`config.mk`:
```
export PLATFORM = sky130hd
export DESIGN_NAME = sleep_ctrl
export DESIGN_NICKNAME = d
export VERILOG_FILES = /design/src/rtl/sleep_pkg.sv /design/src/rtl/sleep_wake_if.sv /design/src/rtl/wake_gate.sv /design/src/rtl/cycle_counter.sv /design/src/rtl/sleep_ctrl.sv
export SDC_FILE = /design/constraint.sdc
export NUM_CORES = 1
export LEC_CHECK = 0
export BUFFER_PORTS_ARGS = -buffer_cell sky130_fd_sc_hd__buf_4
export CAP_MARGIN = 0
export CORE_MARGIN = 3
export CORE_UTILIZATION = 40
export CTS_BUF_LIST = sky130_fd_sc_hd__clkbuf_16
export CTS_CLUSTER_SIZE = 10
export DETAILED_ROUTE_END_ITERATION = 8
export GPL_TIMING_DRIVEN = 0
export SLEW_MARGIN = 20
export SYNTH_ARGS = -nofsm -noshare
export SYNTH_HDL_FRONTEND = slang
export SYNTH_HIERARCHICAL = 1
export SYNTH_SLANG_ARGS = --single-unit
```
`constraint.sdc`:
```
create_clock -name i_clock -period 4.9 [get_ports i_clock]
set_clock_uncertainty 0.1 [all_clocks]
set_input_delay 0.98 -clock i_clock [delete_from_list [all_inputs] [get_ports i_clock]]
set_output_delay 0.98 -clock i_clock [all_outputs]
set_load 0.01 [all_outputs]
```
`src/rtl/sleep_pkg.sv`:
```
// Purpose: Shared constants for the sleep-mode clock controller.
// Assumes: One 100 MHz clock, synchronous active-high reset.
// Notes: Register offsets index an 8-bit register port.
package sleep_pkg;
	localparam logic [3:0] OFS_CTRL = 4'h0;
	localparam logic [3:0] OFS_INDIS = 4'h1;
	localparam logic [3:0] OFS_ANALOG = 4'h2;
	localparam logic [3:0] OFS_STATUS = 4'h3;
	localparam int CTRL_ARM_BIT = 0;
	localparam int CTRL_MODE_LSB = 1;
	localparam int AN_CMP_OFF_BIT = 0;
	localparam int AN_CMP_VREF_BIT = 1;
	localparam int AN_WDT_BIT = 2;
	localparam logic [7:0] CTRL_RESET = 8'h00;
	localparam logic [7:0] INDIS_RESET = 8'h00;
	localparam logic [7:0] ANALOG_RESET = 8'h00;
	localparam logic [1:0] MODE_IDLE = 2'h0;
	localparam logic [1:0] MODE_PDOWN_A = 2'h1;
	localparam logic [1:0] MODE_STBY = 2'h2;
	localparam logic [1:0] MODE_PDOWN_B = 2'h3;
	localparam logic [2:0] BOD_FUSE_OFF = 3'h7;
	localparam int STBY_WAKE_CYCLES = 6;
	localparam int CPU_HOLD_CYCLES = 4;
	localparam int PDOWN_STARTUP_CYCLES = 16;
	typedef enum logic [2:0] {
		ST_RUN = 3'b000,
		ST_IDLE = 3'b001,
		ST_PDOWN = 3'b010,
		ST_STBY = 3'b011,
		ST_WAKE = 3'b100,
		ST_HOLD = 3'b101
	} sleep_state_e;
endpackage

```
`src/rtl/sleep_wake_if.sv`:
```
// Purpose: Carries sleep depth to the wake gate and the qualified wake back.
// Assumes: Both ends share one clock.
// Notes: Purely combinational signals.
`timescale 1ns/1ps
interface sleep_wake_if;
	logic in_idle;
	logic in_deep;
	logic wake;
	modport ctl (output in_idle, output in_deep, input wake);
	modport gate (input in_idle, input in_deep, output wake);
endinterface

```
`src/rtl/wake_gate.sv`:
```
// Purpose: Qualifies wake-up sources against the current sleep depth.
// Assumes: Source inputs are synchronous levels or pulses.
// Notes: Edge form of the first external interrupt only wakes from Idle.
`timescale 1ns/1ps
module wake_gate (
	sleep_wake_if.gate sw,
	input wire logic i_ext_irq_a_level,
	input wire logic i_ext_irq_a_edge,
	input wire logic i_ext_irq_b,
	input wire logic i_pin_change,
	input wire logic i_univ_serial_if_start,
	input wire logic i_self_prog_ready,
	input wire logic i_other_io_irq
);
	logic deep_src;
	logic any_src;
	assign deep_src = i_ext_irq_a_level | i_ext_irq_b | i_pin_change | i_univ_serial_if_start;
	assign any_src = deep_src | i_ext_irq_a_edge | i_self_prog_ready | i_other_io_irq;
	assign sw.wake = (sw.in_idle & any_src) | (sw.in_deep & deep_src); // [RULE5]
endmodule // wake_gate

```
`src/rtl/cycle_counter.sv`:
```
// Purpose: Loadable down counter that flags the last counted cycle.
// Assumes: i_value is at least one when loaded.
// Notes: o_last is high in the final cycle of the loaded count.
`timescale 1ns/1ps
module cycle_counter #(
	parameter int WIDTH = 5
) (
	input wire logic i_clock,
	input wire logic i_srst,
	input wire logic i_load,
	input wire logic [WIDTH-1:0] i_value,
	output logic o_last
);
	logic [WIDTH-1:0] cnt_r;
	always_ff @(posedge i_clock) begin
		if (i_srst) begin
			cnt_r <= '0;
		end else if (i_load) begin
			cnt_r <= i_value;
		end else if (cnt_r != '0) begin
			cnt_r <= cnt_r - 1'b1;
		end
	end
	assign o_last = (cnt_r == {{(WIDTH-1){1'b0}}, 1'b1}) & ~i_load;
endmodule // cycle_counter

```
`src/rtl/sleep_ctrl.sv`:
```
// Purpose: Sleep-mode sequencer gating CPU, program memory, I/O clocks and oscillator.
// Assumes: Sleep instruction arrives as a one-cycle pulse from the core.
// Notes: Registers: CTRL, input-disable, ANALOG (read/write) and STATUS (read only).
//
// What this block does
// RULE1 - Mode 10 with crystal clock source enters Standby on sleep instruction.
// RULE2 - Standby equals Power-down except the oscillator keeps running.
// RULE3 - Standby wakes within six clock cycles after a valid wake condition.
// RULE4 - Idle stops CPU and memory clocks; Standby keeps oscillator; Power-down stops all.
// RULE5 - Idle wakes on any source; deep modes on external, pin change, serial start.
// RULE6 - Comparator is disabled automatically in every sleep mode but Idle.
// RULE7 - Reference stays on while an enabled comparator uses it.
// RULE8 - Reference is on when detector or comparator needs it, off otherwise; code keeps it on in deep sleep while the disabled comparator selects it.
// RULE9 - Brown-out detector enabled by fuse stays active in all sleep modes.
// RULE10 - An enabled watchdog keeps running in every sleep mode.
// RULE11 - With I/O clock stopped, input buffers are off except wake pins.
// RULE12 - Buffers disabled by software stay disabled at all times.
// RULE13 - Mode 00 selects Idle; modes 01 and 11 select Power-down.
// RULE14 - Sleep instruction only acts when the arm bit is already set.
// RULE15 - After waking, CPU is held four more cycles before servicing.
// RULE16 - Standby wake delay comes from a counter on the running oscillator.
`timescale 1ns/1ps
module sleep_ctrl #(
	parameter int PDOWN_STARTUP = sleep_pkg::PDOWN_STARTUP_CYCLES,
	parameter logic [7:0] WAKE_PIN_MASK = 8'h0C
) (
	input wire logic i_clock,
	input wire logic i_srst,
	input wire logic [3:0] i_addr,
	input wire logic [7:0] i_wdata,
	input wire logic i_wr,
	input wire logic i_rd,
	output logic [7:0] o_rdata,
	input wire logic i_sleep_instr,
	input wire logic i_xtal_selected,
	input wire logic [2:0] i_brownout_threshold_fuse,
	input wire logic i_ext_irq_a_level,
	input wire logic i_ext_irq_a_edge,
	input wire logic i_ext_irq_b,
	input wire logic i_pin_change,
	input wire logic i_univ_serial_if_start,
	input wire logic i_self_prog_ready,
	input wire logic i_other_io_irq,
	output logic o_cpu_clk_en,
	output logic o_pmem_clk_en,
	output logic o_io_clk_en,
	output logic o_osc_en,
	output logic o_cpu_hold,
	output logic o_irq_service,
	output logic o_cmp_en,
	output logic o_vref_en,
	output logic o_bod_en,
	output logic o_wdt_en,
	output logic [7:0] o_inbuf_en
);
	localparam int CW = 16;

	logic [7:0] ctrl_r;
	logic [7:0] indis_r;
	logic [7:0] analog_r;
	sleep_pkg::sleep_state_e state_r;
	sleep_pkg::sleep_state_e state_nxt;
	logic sleep_arm;
	logic [1:0] sleep_mode_select;
	logic cmp_off;
	logic cmp_uses_vref;
	logic bod_on;
	logic wake_load;
	logic [CW-1:0] wake_value;
	logic wake_last;
	logic hold_load;
	logic hold_last;
	logic deep_nxt;
	logic io_stop_nxt;
	logic [7:0] rdata_nxt;

	sleep_wake_if sw ();

	assign sleep_arm = ctrl_r[sleep_pkg::CTRL_ARM_BIT];
	assign sleep_mode_select = ctrl_r[sleep_pkg::CTRL_MODE_LSB +: 2];
	assign cmp_off = analog_r[sleep_pkg::AN_CMP_OFF_BIT];
	assign cmp_uses_vref = analog_r[sleep_pkg::AN_CMP_VREF_BIT];
	assign bod_on = i_brownout_threshold_fuse != sleep_pkg::BOD_FUSE_OFF;
	assign sw.in_idle = state_r == sleep_pkg::ST_IDLE;
	assign sw.in_deep = (state_r == sleep_pkg::ST_PDOWN) | (state_r == sleep_pkg::ST_STBY);

	wake_gate u_wake_gate (
		.sw(sw.gate),
		.i_ext_irq_a_level(i_ext_irq_a_level),
		.i_ext_irq_a_edge(i_ext_irq_a_edge),
		.i_ext_irq_b(i_ext_irq_b),
		.i_pin_change(i_pin_change),
		.i_univ_serial_if_start(i_univ_serial_if_start),
		.i_self_prog_ready(i_self_prog_ready),
		.i_other_io_irq(i_other_io_irq)
	);

	// Restart delay runs on the oscillator clock, which Standby leaves running
	cycle_counter #(.WIDTH(CW)) u_wake_cnt (
		.i_clock(i_clock),
		.i_srst(i_srst),
		.i_load(wake_load),
		.i_value(wake_value),
		.o_last(wake_last)
	); // [RULE16]

	cycle_counter #(.WIDTH(CW)) u_hold_cnt (
		.i_clock(i_clock),
		.i_srst(i_srst),
		.i_load(hold_load),
		.i_value(CW'(sleep_pkg::CPU_HOLD_CYCLES)),
		.o_last(hold_last)
	);

	always_comb begin
		state_nxt = state_r;
		wake_load = 1'b0;
		wake_value = CW'(PDOWN_STARTUP);
		hold_load = 1'b0;
		case (state_r)
			sleep_pkg::ST_RUN: begin
				if (i_sleep_instr && sleep_arm) begin // [RULE14]
					case (sleep_mode_select)
						sleep_pkg::MODE_IDLE: state_nxt = sleep_pkg::ST_IDLE; // [RULE13]
						sleep_pkg::MODE_STBY: begin
							// Without a crystal the oscillator is not worth keeping
							state_nxt = i_xtal_selected ? sleep_pkg::ST_STBY
								: sleep_pkg::ST_PDOWN; // [RULE1]
						end
						default: state_nxt = sleep_pkg::ST_PDOWN; // [RULE13]
					endcase
				end
			end
			sleep_pkg::ST_IDLE: begin
				if (sw.wake) begin
					hold_load = 1'b1;
					state_nxt = sleep_pkg::ST_HOLD;
				end
			end
			sleep_pkg::ST_PDOWN, sleep_pkg::ST_STBY: begin
				if (sw.wake) begin
					wake_load = 1'b1;
					if (state_r == sleep_pkg::ST_STBY) begin
						wake_value = CW'(sleep_pkg::STBY_WAKE_CYCLES); // [RULE3]
					end
					state_nxt = sleep_pkg::ST_WAKE;
				end
			end
			sleep_pkg::ST_WAKE: begin
				if (wake_last) begin
					hold_load = 1'b1;
					state_nxt = sleep_pkg::ST_HOLD;
				end
			end
			sleep_pkg::ST_HOLD: begin
				if (hold_last) begin
					state_nxt = sleep_pkg::ST_RUN; // [RULE15]
				end
			end
			default: state_nxt = sleep_pkg::ST_RUN;
		endcase
	end

	always_ff @(posedge i_clock) begin
		if (i_srst) begin
			state_r <= sleep_pkg::ST_RUN;
		end else begin
			state_r <= state_nxt;
		end
	end

	always_ff @(posedge i_clock) begin
		if (i_srst) begin
			ctrl_r <= sleep_pkg::CTRL_RESET;
			indis_r <= sleep_pkg::INDIS_RESET;
			analog_r <= sleep_pkg::ANALOG_RESET;
		end else if (i_wr) begin
			case (i_addr)
				sleep_pkg::OFS_CTRL: ctrl_r <= {5'h00, i_wdata[2:0]};
				sleep_pkg::OFS_INDIS: indis_r <= i_wdata;
				sleep_pkg::OFS_ANALOG: analog_r <= {5'h00, i_wdata[2:0]};
				default: ;
			endcase
		end
	end

	always_comb begin
		case (i_addr)
			sleep_pkg::OFS_CTRL: rdata_nxt = ctrl_r;
			sleep_pkg::OFS_INDIS: rdata_nxt = indis_r;
			sleep_pkg::OFS_ANALOG: rdata_nxt = analog_r;
			sleep_pkg::OFS_STATUS: rdata_nxt = {o_cpu_clk_en, o_io_clk_en, o_osc_en,
				o_cpu_hold, o_vref_en, state_r};
			default: rdata_nxt = 8'h00;
		endcase
	end

	always_ff @(posedge i_clock) begin
		if (i_srst) begin
			o_rdata <= 8'h00;
		end else begin
			o_rdata <= i_rd ? rdata_nxt : 8'h00;
		end
	end

	assign deep_nxt = (state_nxt == sleep_pkg::ST_PDOWN) | (state_nxt == sleep_pkg::ST_STBY);
	assign io_stop_nxt = deep_nxt | (state_nxt == sleep_pkg::ST_WAKE);

	// Clock enables follow the next state so they line up with state_r
	always_ff @(posedge i_clock) begin
		if (i_srst) begin
			o_cpu_clk_en <= 1'b1;
			o_pmem_clk_en <= 1'b1;
			o_io_clk_en <= 1'b1;
			o_osc_en <= 1'b1;
			o_cpu_hold <= 1'b0;
			o_irq_service <= 1'b0;
		end else begin
			o_cpu_clk_en <= (state_nxt == sleep_pkg::ST_RUN) |
				(state_nxt == sleep_pkg::ST_HOLD); // [RULE4]
			o_pmem_clk_en <= (state_nxt == sleep_pkg::ST_RUN) |
				(state_nxt == sleep_pkg::ST_HOLD); // [RULE4]
			o_io_clk_en <= ~io_stop_nxt; // [RULE4]
			o_osc_en <= state_nxt != sleep_pkg::ST_PDOWN; // [RULE2] [RULE4]
			o_cpu_hold <= state_nxt == sleep_pkg::ST_HOLD; // [RULE15]
			o_irq_service <= (state_r == sleep_pkg::ST_HOLD) & hold_last;
		end
	end

	// Reference stays up through sleep, so it is usable at once on wake
	always_ff @(posedge i_clock) begin
		if (i_srst) begin
			o_cmp_en <= 1'b0;
			o_vref_en <= 1'b0;
			o_bod_en <= 1'b0;
			o_wdt_en <= 1'b0;
			o_inbuf_en <= 8'h00;
		end else begin
			o_cmp_en <= ~cmp_off & ~deep_nxt; // [RULE6]
			o_vref_en <= bod_on | (cmp_uses_vref & ~cmp_off); // [RULE7] [RULE8]
			o_bod_en <= bod_on; // [RULE9]
			o_wdt_en <= analog_r[sleep_pkg::AN_WDT_BIT]; // [RULE10]
			o_inbuf_en <= ~indis_r & (io_stop_nxt ? WAKE_PIN_MASK : 8'hFF); // [RULE11] [RULE12]
		end
	end
endmodule // sleep_ctrl

```
Word level (Yosys, flattened, before mapping) --
Cells that the tools add are included.
Word-level totals: register bits 74, input port bits 28, output and inout bits 26, word-level logic and storage cells 100
Operators by class: add/sub/neg operators 2, eq/ne operators 17, mux-type cells 21, bitwise operators 27, reduce and logical (&&, ||, !) cells 15
Operator list (number):
- $eq A16 B1 Y1 const B | 2
- $mux W16 | 2
- $pmux W8 S4 | 1
- $reduce_bool A16 Y1 | 2
- $sub A16 B1 Y16 const B | 2
- $mux W3 | 7
- $mux W5 | 3
- $pmux W3 S5 | 1
- $eq A3 B2 Y1 const B | 4
- $eq A3 B3 Y1 const B | 4
- $or A1 B1 Y1 | 12
- $and A8 B8 Y8 | 1
- $eq A4 B2 Y1 const B | 2
- $mux W8 | 1
- $not A8 Y8 | 1
- $and A1 B1 Y1 | 7
- $logic_not A3 Y1 | 2
- $not A1 Y1 | 6
- $reduce_and A2 Y1 | 3
- $reduce_or A2 Y1 | 3
- $eq A4 B1 Y1 const B | 1
- $logic_not A4 Y1 | 1
- $mux W1 | 4
- $pmux W2 S2 | 1
- other kinds (8) | 9

Longest topological paths before layout --
Gate-level depths: netlist of run 1.
depth in word-level cells 23, gate-level depth with buffers 23, mapped depth without buffers 18

Hierarchy --
The synthesis of run 1 kept the hierarchy.
Modules (own cells, without submodules):
- cycle_counter | times used 2, cells an instance 116, area an instance 980.9 um2, seq. area each 320.3 um2
- sleep_ctrl | times used 1, cells an instance 154, area an instance 1601.5 um2, seq. area each 840.8 um2
- wake_gate | times used 1, cells an instance 4, area an instance 28.8 um2, seq. area each 0.0 um2

Least setup slack after synthesis of run 1 --
Ideal clock, no wire load.
path type input-to-reg, from in i_ext_irq_b, to reg o_inbuf_en[0], library setup time 0.127 ns, data arrival time 4.005 ns, data required time 4.673 ns, setup slack 0.668 ns, cell stages on the path 20, path buffers 4, cell sequence nor4_2 > o21ai_1 > and2_1 > clkbuf_1 > inv_1 > clkbuf_1 > nand4_1 > nor2_1 > nand2_1 > o22a_1 > nor2_1 > clkbuf_1 > inv_1 > clkbuf_1 > nand4_1 > nor2_1 > a21oi_1 > mux2i_1 > o311ai_4 > nor2_1
On the way: cells in the longest elaborated chain, start to end 23, elaborated cells between the ends (all ways) 29, those cells by class eq/ne (3); mux (10); bitwise (16)
RTL lines:
- from (decl) | RTL line sleep_ctrl.sv:39 | input wire logic i_ext_irq_b,
- $or A1 B1 Y1 (*) (3 in series) | RTL line wake_gate.sv:17 | assign deep_src = i_ext_irq_a_level | i_ext_irq_b | i_pin_change | i_univ_serial_if_start;
- $or A1 B1 Y1 (3 in series) | RTL line wake_gate.sv:18 | assign any_src = deep_src | i_ext_irq_a_edge | i_self_prog_ready | i_other_io_irq;
- $and A1 B1 Y1 | RTL line wake_gate.sv:19 | assign sw.wake = (sw.in_idle & any_src) | (sw.in_deep & deep_src);
- $or A1 B1 Y1 (*) | RTL line wake_gate.sv:19
- net sw.wake | RTL line sleep_wake_if.sv:8 | logic wake;
- $mux W1 (*) | RTL line sleep_ctrl.sv:141 | if (sw.wake) begin
- $mux W1 (*) | RTL line sleep_ctrl.sv:120 | case (state_r)
- net wake_load | RTL line sleep_ctrl.sv:68 | logic wake_load;
- (+2 left out)
- net wake_last | RTL line sleep_ctrl.sv:70 | logic wake_last;
- (+2 left out)
- net hold_load | RTL line sleep_ctrl.sv:71 | logic hold_load;
- (+2 left out)
- net hold_last | RTL line sleep_ctrl.sv:72 | logic hold_last;
- $mux W3 (*) | RTL line sleep_ctrl.sv:156 | if (hold_last) begin
- $pmux W3 S5 (*) | RTL line sleep_ctrl.sv:120
- $eq A3 B2 Y1 | RTL line sleep_ctrl.sv:206 | assign deep_nxt = (state_nxt == sleep_pkg::ST_PDOWN) | (state_nxt == sleep_pkg::ST_STBY);
- $or A1 B1 Y1 | RTL line sleep_ctrl.sv:206
- $or A1 B1 Y1 (*) | RTL line sleep_ctrl.sv:207 | assign io_stop_nxt = deep_nxt | (state_nxt == sleep_pkg::ST_WAKE);
- $mux W8 (*) | RTL line sleep_ctrl.sv:243 | o_inbuf_en <= ~indis_r & (io_stop_nxt ? WAKE_PIN_MASK : 8'hFF);
- $and A8 B8 Y8 (*) | RTL line sleep_ctrl.sv:243
- to (signal assigned) | RTL line sleep_ctrl.sv:243
- to (decl) | RTL line sleep_ctrl.sv:54 | output logic [7:0] o_inbuf_en
The timed path passes the listed nets; every way through them passes the cells marked *. A chain may end at the register's enable or synchronous reset.

Final worst setup path of run 1 --
from reg state_r[0], to reg o_inbuf_en[0]
On the way: elaborated cells between the ends (all ways) 32, those cells by class eq/ne (8); mux (11); bitwise (11); reduce/logical (2)
RTL lines:
- from (decl) | RTL line sleep_ctrl.sv:61 | sleep_pkg::sleep_state_e state_r;
- from (signal assigned) | RTL line sleep_ctrl.sv:166 | state_r <= sleep_pkg::ST_RUN;
- from (signal assigned) | RTL line sleep_ctrl.sv:168 | state_r <= state_nxt;
- $eq A3 B1 Y1 (*) | RTL line sleep_ctrl.sv:84 | assign sw.in_idle = state_r == sleep_pkg::ST_IDLE;
- net sw.in_idle | RTL line sleep_wake_if.sv:6 | logic in_idle;
- $and A1 B1 Y1 (*) | RTL line wake_gate.sv:19
- $or A1 B1 Y1 (*) | RTL line wake_gate.sv:19
- net sw.wake | RTL line sleep_wake_if.sv:8
- $mux W1 (*) | RTL line sleep_ctrl.sv:141
- $mux W1 (*) | RTL line sleep_ctrl.sv:120
- net wake_load | RTL line sleep_ctrl.sv:68
- (+2 left out)
- net wake_last | RTL line sleep_ctrl.sv:70
- (+2 left out)
- net hold_load | RTL line sleep_ctrl.sv:71
- (+2 left out)
- net hold_last | RTL line sleep_ctrl.sv:72
- $mux W3 (*) | RTL line sleep_ctrl.sv:156
- $pmux W3 S5 (*) | RTL line sleep_ctrl.sv:120
- $eq A3 B2 Y1 | RTL line sleep_ctrl.sv:206
- $or A1 B1 Y1 | RTL line sleep_ctrl.sv:206
- $or A1 B1 Y1 (*) | RTL line sleep_ctrl.sv:207
- $mux W8 (*) | RTL line sleep_ctrl.sv:243
- $and A8 B8 Y8 (*) | RTL line sleep_ctrl.sv:243
Marks and branches as above.

==> reports/metrics.yaml, run 1 <==
status:
  status: "complete, no violations"
clock_network:
  cts_setup_buffers: 0
  cts_hold_buffers: 0
  cts-root-buf: "clkbuf_16"
  cts_made_buffers: 9
  clk_pin_slew_ns: 0.06
  insertion_delay_ns: 0.33
  clockBufferDepth: 2
  cts_tree: "yes"
  htree_num_levels: 3
  cts.sink_count: 74
setup_path:
  worst_ep_required_time_ns: 5.00
  reg2reg_from: "state_r[0]"
  slowest_stage: "o311ai_4"
  cp_data_arrival_time_ns: 4.42
  ff2ff_path_depth: 21
  crit_path_frequent_cell: "nor2_1"
  cp_max_fo: 11
  startpoint_type: "flop"
  r2r_slack_ns: 0.58
  end_kind: "flop"
  rr_endpoint: "o_inbuf_en[0]"
  critPathMaxStageDelay_ns: 0.45
  critPathKind: "flop to flop"
  cp_cell_sequence: "buf_2, nand2b_1, nor2_1, nor2_1, o21ai_2, and2_1, clkbuf_1, inv_2, nand4_1, nor2_1, nand2_1, o22a_1, nor2_1, clkbuf_1, inv_2, nand4_1, nor2_1, nand2_1, a211o_1, o311ai_4, nor2_1"
power:
  peakVddDrop_mv: 0.310
  power.leakage_nw: 1.93
  cellPowerDensity_nw_per_um2: 515
sta:
  rsz0062_at_grt: "false"
  drv_slew: 0
  final-hold-violation-count: 0
  tightestPinTransition_ns: 0.555
  relSlewSlack: 0.619
  period_needed_ns: 4.32
  min_period_over_period: 0.882
  max_freq_mhz: 231
  setup_viol_count_final: 0
grt:
  grt_pass1_vias: 2731
  grt_use_total: 0.157
  grt_pass1_wl_um: 12800
  grt_antenna_before_repair: 0
  grt-ovfl-total: 0
  grt_max_degree: 15
detailed_routing:
  routed_wl_um: 7820
  via_per_inst: 5.02
  drt_first_iter_violations: 102
  antenna_left: 0
  dr_total_vias: 2954
  drc: 0
  drt_pass1_iterations: 4
  wl_per_cell_um: 13.3
cells_and_area:
  design_area_um2: 4520
  num_antenna_cells: 0
  fill_cells: 763
  final_common_cell: "dfxtp_1"
  drive_gt1_frac: 0.228
  final_cell_mix: "dfxtp_1 (74), nor2_1 (57), buf_4 (53)"
  fin_nets: 510
  syn2layout_area_growth_pct: 25.7
  fin_util: 0.533
placed_design:
  port_buffers: 52
  place_hpwl_um: 5700
  place_congestion: 0.816
  placed_area_um2: 4220
floorplan:
  die_x_um: 101
  die_y_um: 101
  ioPinCount: 54
  rows: 33
  core_area_um2: 8460
  die-area_um2: 10200
  start_util: 0.424
min_path:
  hold_path_depth: 1
  worstHoldStart: "indis_r[3]"
  hold_path_class: "flop to flop"
  whs_endpoint: "o_inbuf_en[3]"
logic_synthesis:
  ys_warn_count: 6
  synth_async_sr_flop_share: 0
  seq_area_frac_synth: 0.412
  synthFlopType: "dfxtp_1"
  synth_seq_cells: 74
  synth_edf_count: 0
  synth_area_per_cell_um2: 9.21
  postSynthCellCount: 390
  synth_cell_types: 53
  netlist_area_um2: 3590
flow_run:
  maxCapViolations: 0
layout make-up:
cell class	count	area (um2)	share of cell area
clock inverter	7	76.3	0.0169
buffer	17	92.6	0.0205
tap	105	131	0.0291
multi-input combinational	314	2080	0.461
sequential	74	1480	0.328
inverter	10	37.5	0.00831
clock buffer	9	225	0.0499
timing repair buffer	52	390	0.0865
stage by stage:
stage               setup WS [ns]  TNS [ns]  hold WS, ns  std cells  power (W)
floorplan                   0.668         0        0.308        417    0.00148
global placement           -0.215     -1.51        0.325        574    0.00166
detailed placement         -0.258     -1.78        0.330        574    0.00167
CTS                         0.128         0        0.339        589    0.00234
global route               0.0207         0        0.356        588    0.00248
finish                      0.578         0        0.334        588    0.00233
synth_stat cells (2+ instances only):
cell,count,area (um2)
nor4_4,2,42.5
nor4_1,4,25.0
nor4_2,5,62.6
buf_6,2,22.5
o21bai_1,4,30.0
nor4b_1,3,26.3
nor2b_1,6,37.5
and2_1,2,12.5
o21ai_0,21,105
nor3b_1,3,22.5
nand4_1,10,62.6
nand3b_1,2,15.0
nor2_1,57,214
nor3b_4,2,37.5
xnor2_1,4,35.0
dfxtp_1,74,1480
xor2_1,18,158
mux2i_1,24,240
mux4_2,3,67.6
a2111oi_2,2,30.0
o21ai_2,2,17.5
nand3_2,2,20.0
conb_1,2,7.51
nand2b_1,2,12.5
ha_1,4,50.1
nor3_1,11,55.1
nor3_2,4,40.0
a211oi_1,3,22.5
nand2_1,37,139
clkbuf_1,8,30.0
o21a_1,2,15.0
nand3_1,11,55.1
a21oi_1,4,20.0
a31oi_1,7,43.8
or3b_1,5,43.8
inv_1,10,37.5
nand4b_1,2,17.5
and3_1,2,12.5
buf_2,8,40.0
nor4b_4,2,47.6
o211a_1,2,20.0
worst max path at each step:
stage / from / to / slack [ns] / cells after the start
2_1_floorplan: i_ext_irq_b / o_inbuf_en[0] / 0.67 / 20
3_3_place_gp: i_ext_irq_b / o_inbuf_en[7] / -0.22 / 21
3_5_place_dp: i_ext_irq_b / o_inbuf_en[5] / -0.26 / 21
4_1_cts: state_r[1] / o_inbuf_en[0] / 0.13 / 20
5_1_grt: state_r[0] / o_inbuf_en[1] / 0.02 / 21
6_report: state_r[0] / o_inbuf_en[0] / 0.58 / 21
power by group:
part | switching, W | internal (W) | leakage [nW] | total [W]
Clock | 0.000266 | 0.000398 | 0.142 | 0.000664
Combinational | 0.000480 | 0.000382 | 1.18 | 0.000862
Sequential | 0.000105 | 0.000695 | 0.606 | 0.000800
Total | 0.000851 | 0.00148 | 1.93 | 0.00233
layer usage:
metal,track usage,wire (um),share of wire,up-vias
met2,0.247,3580,0.46,80
met5,0,0,0,-
met3,0.0311,502,0.064,7
met4,0.0601,72,0.0092,0
li1,-,-,-,1524
met1,0.213,3660,0.47,1343
flip-flops by register name, summed over array words and instances, names as in the netlist:
signal	cells
analog_r	3
o_osc_en	1
o_io_clk_en	1
o_wdt_en	1
u_hold_cnt/cnt_r	16
o_bod_en	1
o_cpu_hold	1
o_irq_service	1
u_wake_cnt/cnt_r	16
indis_r	8
o_rdata	8
o_vref_en	1
ctrl_r	3
state_r	3
o_pmem_clk_en	1
o_inbuf_en	8
o_cmp_en	1
worst max-delay path: cells and delay by family, from the launching register on:
family                 cells  cell delay, ns
AND/OR/NAND/NOR           12            1.32
flip-flops                 1            0.33
AO/OA/AOI/OAI              4            1.23
buffers and inverters      5            1.22
cell families after synthesis:
kind of cell,Yosys count,synth area share
AND/OR/NAND/NOR,177,0.287
multiplexers,27,0.0857
XOR/XNOR,22,0.0536
adder cells (fa/ha/maj),4,0.0139
AO/OA/AOI/OAI,55,0.107
buffers and inverters,29,0.0383
flip-flops,74,0.412
other,2,0.00209
timing repair:
action | in CTS | in global routing
gates resized for setup | 0 | 4
setup endpoints to repair | 6 | 12
pin swaps | 0 | 0
Note: power is estimated with default switching activity, not from simulation.
==> inputs of run 2 (changes only) <==
--- a/config.mk
+++ b/config.mk
@@ -5,6 +5,7 @@
 export SDC_FILE = /design/constraint.sdc
 export NUM_CORES = 1
 export LEC_CHECK = 0
+export ABC_AREA = 1
 export BUFFER_PORTS_ARGS = -buffer_cell sky130_fd_sc_hd__buf_4
 export CAP_MARGIN = 0
 export CORE_MARGIN = 3
==> run 2 against run 1 <==
Area after synthesis up 8.7%; via count grew 22%; critical endpoint is now o_io_clk_en; global-route usage rose by 1.7 points; largest cell class unchanged; combinational power rose by 42%; worst setup slack better by 0.39 ns.
==> reports/metrics.yaml, run 2 <==
sta:
  min_period_over_period: 0.802
  period_needed_ns: 3.93
  rsz0062_at_grt: "false"
  tightestPinTransition_ns: 0.535
  setup_viol_count_final: 0
  final-hold-violation-count: 0
  max_freq_mhz: 254
  tns_ns: 0
  drv_slew: 0
  relSlewSlack: 0.643
logic_synthesis:
  synth_seq_cells: 74
  synth.most_common_cell: "nand2_1"
  synth_commonest_cells: "nand2_1 (151), nor2_1 (89), dfxtp_1 (74)"
  synthAdderAreaFrac: 0.0128
  synth_top_family_by_area: "simple AND/OR/NAND/NOR gates"
  postSynthCellCount: 578
  synthXorXnorAreaFrac: 0.0179
  netlist_area_um2: 3900
  synthFlopType: "dfxtp_1"
  seq_area_frac_synth: 0.379
  synth_edf_count: 0
  synth-compound-area-share: 0.103
  synthMuxAreaShare: 0
  synth_simple_gate_area_frac: 0.399
  ys_warn_count: 6
  yosys.area.top_type_share: 0.379
  synth_async_sr_flop_share: 0
  yosysTopAreaCell: "dfxtp_1"
  synth.top_cells.by_area: "dfxtp_1 (38%), nand2_1 (15%), nor2_1 (8.6%)"
  synth_cell_types: 34
  synth_area_per_cell_um2: 6.75
clock_network:
  htree_num_levels: 3
  cts_tree: "yes"
  cts_resized: 0
  insertion_delay_ns: 0.33
  cts-root-buf: "clkbuf_16"
  clockBufferDepth: 2
  cts_made_buffers: 9
  clk_pin_slew_ns: 0.06
  cts_hold_buffers: 0
  cts_setup_buffers: 0
  cts.sink_count: 74
setup_path:
  end_kind: "flop"
  r2r_slack_ns: 1.03
  ff2ff_path_depth: 25
  startpoint_type: "input pin"
  critPathLaunch: "i_univ_serial_if_start"
  critPathKind: "input pin to flop"
  reg2reg_from: "state_r[2]"
  cp_data_arrival_time_ns: 4.04
  worst_ep_required_time_ns: 5.01
  rr_endpoint: "o_io_clk_en"
  cp_max_fo: 10
detailed_routing:
  antenna_left: 0
  via_per_inst: 4.49
  drt_first_iter_violations: 123
  routed_wl_um: 9150
  drt_pass1_iterations: 6
  drc: 0
  wl_per_cell_um: 11.4
  dr_total_vias: 3609
grt:
  grt_pass1_vias: 3404
  grt_use_total: 0.175
  grt_pass1_wl_um: 15900
  grt-ovfl-total: 0
  grt_max_degree: 14
  grt_antenna_before_repair: 0
power:
  cellPowerDensity_nw_per_um2: 562
  power.leakage_nw: 2.31
  peakVddDrop_mv: 0.337
placed_design:
  place_congestion: 0.839
  port_buffers: 53
  place_hpwl_um: 7030
  dp.cells: 787
cells_and_area:
  final_cell_mix: "nand2_1 (151), nor2_1 (89), dfxtp_1 (74)"
  syn2layout_area_growth_pct: 25.1
  fill_cells: 975
  fin_cells: 803
  fin_util: 0.521
  top_regs: "u_hold_cnt/cnt_r x16, u_wake_cnt/cnt_r x16"
  num_antenna_cells: 0
  multi_input_area_um2: 2190
  final_common_cell: "nand2_1"
  seqCellArea_um2: 1480
  drive_gt1_frac: 0.184
  fin_nets: 701
status:
  status: "complete, no violations"
floorplan:
  start_util: 0.417
  die_x_um: 105
  die_y_um: 105
  die-area_um2: 11000
  core_area_um2: 9370
  rows: 35
  ioPinCount: 54
min_path:
  worstHoldStart: "indis_r[5]"
  hold_path_class: "flop to flop"
  whs_endpoint: "o_inbuf_en[5]"
  hold_path_depth: 1
flow_run:
  maxCapViolations: 0
==> run 2: changes by cell type in the layout (fill, tap and decap cells not counted), sizes merged, moves of 9 or more <==
cell   change
nand2    +125
inv       +64
nor2      +53
a21oi     +30
nand3     +28
mux2i     -24
xor2      -16
nor3      -10
o22ai     +10
nor4       -9
==> run 2: layout make-up <==
| cell class | instances | area share |
|---|---|---|
| Sequential cell | 74 | 0.303 |
| Multi-Input combinational cell | 447 | 0.448 |
| Buffer | 10 | 0.0118 |
| Clock inverter | 7 | 0.0192 |
| Inverter | 74 | 0.0569 |
| Clock buffer | 9 | 0.0461 |
| Timing Repair Buffer | 53 | 0.0815 |
| Tap cell | 129 | 0.0331 |
==> run 2: logic make-up (layout without fill, tap and decap cells) <==
logic type / Yosys count / in the layout
buf+inv: 84 / 153
fa+ha+maj: 4 / 4
compound gates: 72 / 72
other cells: 2 / 29
xor+xnor: 8 / 8
flops: 74 / 74
simple gates: 334 / 334
==> run 2: how the worst max path moves through the flow <==
stage                               end  slack (ns)  cells after the start
after floorplan             o_io_clk_en        1.41                     23
after global routing      o_inbuf_en[5]        0.53                     24
after global placement    o_inbuf_en[5]        0.65                     24
after CTS                 o_inbuf_en[4]        0.93                     24
final                       o_io_clk_en        0.97                     24
after detailed placement  o_inbuf_en[6]        0.60                     24
==> run 2: per-stage QoR <==
stage | total power [W] | hold slack, ns | cell area, um2 | worst slack, ns
2_1_floorplan | 0.00182 | 0.293 | 4010 | 1.41
3_3_place_gp | 0.00204 | 0.304 | 4560 | 0.650
3_5_place_dp | 0.00206 | 0.299 | 4560 | 0.604
4_1_cts | 0.00277 | 0.308 | 4880 | 0.926
5_1_grt | 0.00300 | 0.329 | 4880 | 0.527
6_report | 0.00274 | 0.307 | 4880 | 0.969
==> run 2: critical path, stage by stage <==
cell,delay [ns]
buf_4,0.07
nor2_1,0.03
nand2_1,0.08
nand2_1,0.05
nand2_1,0.15
nand3_1,0.17
inv_1,0.18
inv_1,0.15
buf_6,0.17
nand3_1,0.08
nor4_1,0.05
nand3_1,0.11
nand2_1,0.17
inv_1,0.22
buf_6,0.17
nand3_1,0.09
nor4_1,0.31
inv_1,0.11
nand4_1,0.16
nand2_1,0.08
nor2_2,0.12
nand3_2,0.08
nand2_2,0.16
nand2_2,0.05
==> run 2: power breakdown <==
group	total (W)	switching [W]	internal, W
logic	0.00122	0.000771	0.000453
registers	0.000820	0.000103	0.000717
clock network	0.000700	0.000255	0.000446
==> run 2: per-layer routing <==
metal  vias to the layer above  share of wire  wire length (um)  global-route usage
li1                       1976              -                 -                   -
met1                      1577           0.48              4420               0.241
met2                        48           0.47              4310               0.278
met3                         8          0.035               319              0.0340
met4                         0          0.012               110              0.0487
met5                         -              0                 0                   0
==> inputs of run 3 (changes only) <==
--- a/config.mk
+++ b/config.mk
@@ -5,7 +5,7 @@
 export SDC_FILE = /design/constraint.sdc
 export NUM_CORES = 1
 export LEC_CHECK = 0
-export ABC_AREA = 1
+export ABC_AREA = 0
 export BUFFER_PORTS_ARGS = -buffer_cell sky130_fd_sc_hd__buf_4
 export CAP_MARGIN = 0
 export CORE_MARGIN = 3
==> constraint.sdc (replaced) <==
create_clock -name i_clock -period 3.45 [get_ports i_clock]
set_clock_uncertainty 0.1 [all_clocks]
set_input_delay 0.69 -clock i_clock [delete_from_list [all_inputs] [get_ports i_clock]]
set_output_delay 0.69 -clock i_clock [all_outputs]
set_load 0.01 [all_outputs]
==> run 3 against run 2 <==
Final area decreased by 2.0%; register-to-register slack got worse by 0.83 ns; clock power up 54%; critical endpoint is now o_inbuf_en[0]; largest power group unchanged.
==> reports/metrics.yaml, run 3 (synthesized netlist as in run 1, its figures left out) <==
sta:
  final-hold-violation-count: 0
  relSlewSlack: 0.599
  hold_slack_ns: 0.331
  max_freq_mhz: 303
  min_period_over_period: 0.955
  tns_ns: 0
  worst_slack_ns: 0.155
  tightestPinTransition_ns: 0.600
  drv_slew: 0
  setup_viol_count_final: 0
  period_needed_ns: 3.30
power:
  p_int_w: 0.00226
  cellPowerDensity_nw_per_um2: 728
  power.leakage_nw: 2.05
  switching_share: 0.351
  combPwrFrac: 0.365
  peakVddDrop_mv: 0.376
  p_sw_w: 0.00122
  seq_power_share: 0.327
  pwr-share-clk: 0.309
detailed_routing:
  drt_first_iter_violations: 81
  drc: 0
  wl_per_cell_um: 14.7
  dr_total_vias: 3033
  routed_wl_um: 8810
  via_per_inst: 5.05
  drt_pass1_iterations: 4
  antenna_left: 0
setup_path:
  critPathBufInv: 7
  cp_data_arrival_time_ns: 3.42
  cpLargestDelayFamily: "simple AND/OR/NAND/NOR gates"
  cp_max_fo: 11
  end_kind: "flop"
  critPathMaxStageDelay_ns: 0.33
  worst_ep_required_time_ns: 3.57
  cp_cell_sequence: "buf_4, nor4_4, o21ai_2, and2_4, buf_8, clkinv_8, nand4_1, nor2_2, nand2_1, o22a_1, nor2_1, clkbuf_8, inv_6, nand4_1, nor2_2, buf_4, a21oi_4, mux2i_4, o311ai_4, buf_6, nor2_1"
  slowest_stage: "nor4_4"
  critPathKind: "input pin to flop"
  startpoint_type: "input pin"
clock_network:
  htree_num_levels: 3
  cts.sink_count: 74
  clockBufferDepth: 2
  cts-root-buf: "clkbuf_16"
  clk_pin_slew_ns: 0.06
  cts_made_buffers: 9
  cts_tree: "yes"
  insertion_delay_ns: 0.33
  cts_hold_buffers: 0
cells_and_area:
  top_regs: "u_hold_cnt/cnt_r x16, u_wake_cnt/cnt_r x16"
  num_antenna_cells: 0
  drive_gt1_frac: 0.274
  fin_nets: 524
  fin_cells: 601
  final_common_cell: "dfxtp_1"
  final_cell_mix: "dfxtp_1 (72), buf_4 (66), nor2_1 (53)"
  syn2layout_area_growth_pct: 33.3
grt:
  grt_max_degree: 14
  grt_pass1_wl_um: 14200
  grt_pass1_vias: 2877
  grt_antenna_before_repair: 0
  grt_use_total: 0.178
  grt-ovfl-total: 0
floorplan:
  die_y_um: 101
  rows: 33
  ioPinCount: 54
  core_area_um2: 8460
  die-area_um2: 10200
  start_util: 0.424
  die_x_um: 101
placed_design:
  post-place-ws_ns: -0.747
  port_buffers: 52
  place_congestion: 0.820
  place_hpwl_um: 6200
  dp.cells: 574
min_path:
  hold_path_class: "flop to flop"
flow_run:
  maxCapViolations: 0
status:
  status: "complete, no violations"
[run 3: path summary, 6_finish.rpt]
| path | cells past startpoint | from | endpoint | slack [ns] |
|---|---|---|---|---|
| max | 21 | i_ext_irq_b | o_inbuf_en[0] | 0.15 |
| min | 1 | indis_r[4] | o_inbuf_en[4] | 0.33 |
| max reg2reg | 21 | state_r[2] | o_inbuf_en[0] | 0.20 |
| min reg2reg | 1 | indis_r[4] | o_inbuf_en[4] | 0.33 |
[run 3: per-stage QoR]
step,util,total power [W],area (um2)
2_1_floorplan,-,0.00211,3750
3_3_place_gp,0.505,0.00236,4270
3_5_place_dp,0.505,0.00239,4270
4_1_cts,0.555,0.00350,4700
5_1_grt,0.566,0.00373,4790
6_report,0.566,0.00348,4790
[run 3: power groups by stage]
stage	clock network, W	logic [W]	registers, W
floorplan	0	0.000979	0.00113
global placement	0	0.00121	0.00115
detailed placement	0	0.00123	0.00116
CTS	0.00110	0.00126	0.00114
global route	0.00113	0.00144	0.00116
finish	0.00108	0.00127	0.00114
[run 3: layer usage]
layer  vias to the layer above  GRT usage  part of all wire  wire [um]
met1                      1419      0.243              0.47       4130
met2                        52      0.274              0.48       4230
met4                         0     0.0705             0.017        150
li1                       1549          -                 -          -
met5                         -          0                 0          0
met3                        13     0.0388             0.035        308
[run 3: cell type report]
type                            instances  area (um2)
Clock inverter                          6         115
Sequential cell                        74        1490
Inverter                               10        55.1
Buffer                                 17         123
Fill cell                             749        3680
Clock buffer                            9         225
Timing Repair Buffer                   66         503
Multi-Input combinational cell        314        2150
Tap cell                              105         131
[run 3: worst reg2reg max path: stages, from the launching register on]
cell and delay [ns]:
dfxtp_1 0.30, buf_4 0.19, nor2b_4 0.15, nor2_1 0.06
o21ai_2 0.12, and2_4 0.16, buf_8 0.12, clkinv_8 0.08
nand4_1 0.08, nor2_2 0.06, nand2_1 0.07, o22a_1 0.12
nor2_1 0.04, clkbuf_8 0.13, inv_6 0.09, nand4_1 0.10
nor2_2 0.20, nand2_1 0.09, a211o_1 0.36, o311ai_4 0.32
buf_6 0.16, nor2_1 0.04
[run 3: repair_timing]
| action | in CTS | in global routing |
|---|---|---|
| gates cloned | 0 | 0 |
| pin swaps | 7 | 9 |
| gates resized for setup | 15 | 15 |
| setup buffers | 7 | 7 |
| setup endpoints to repair | 12 | 11 |
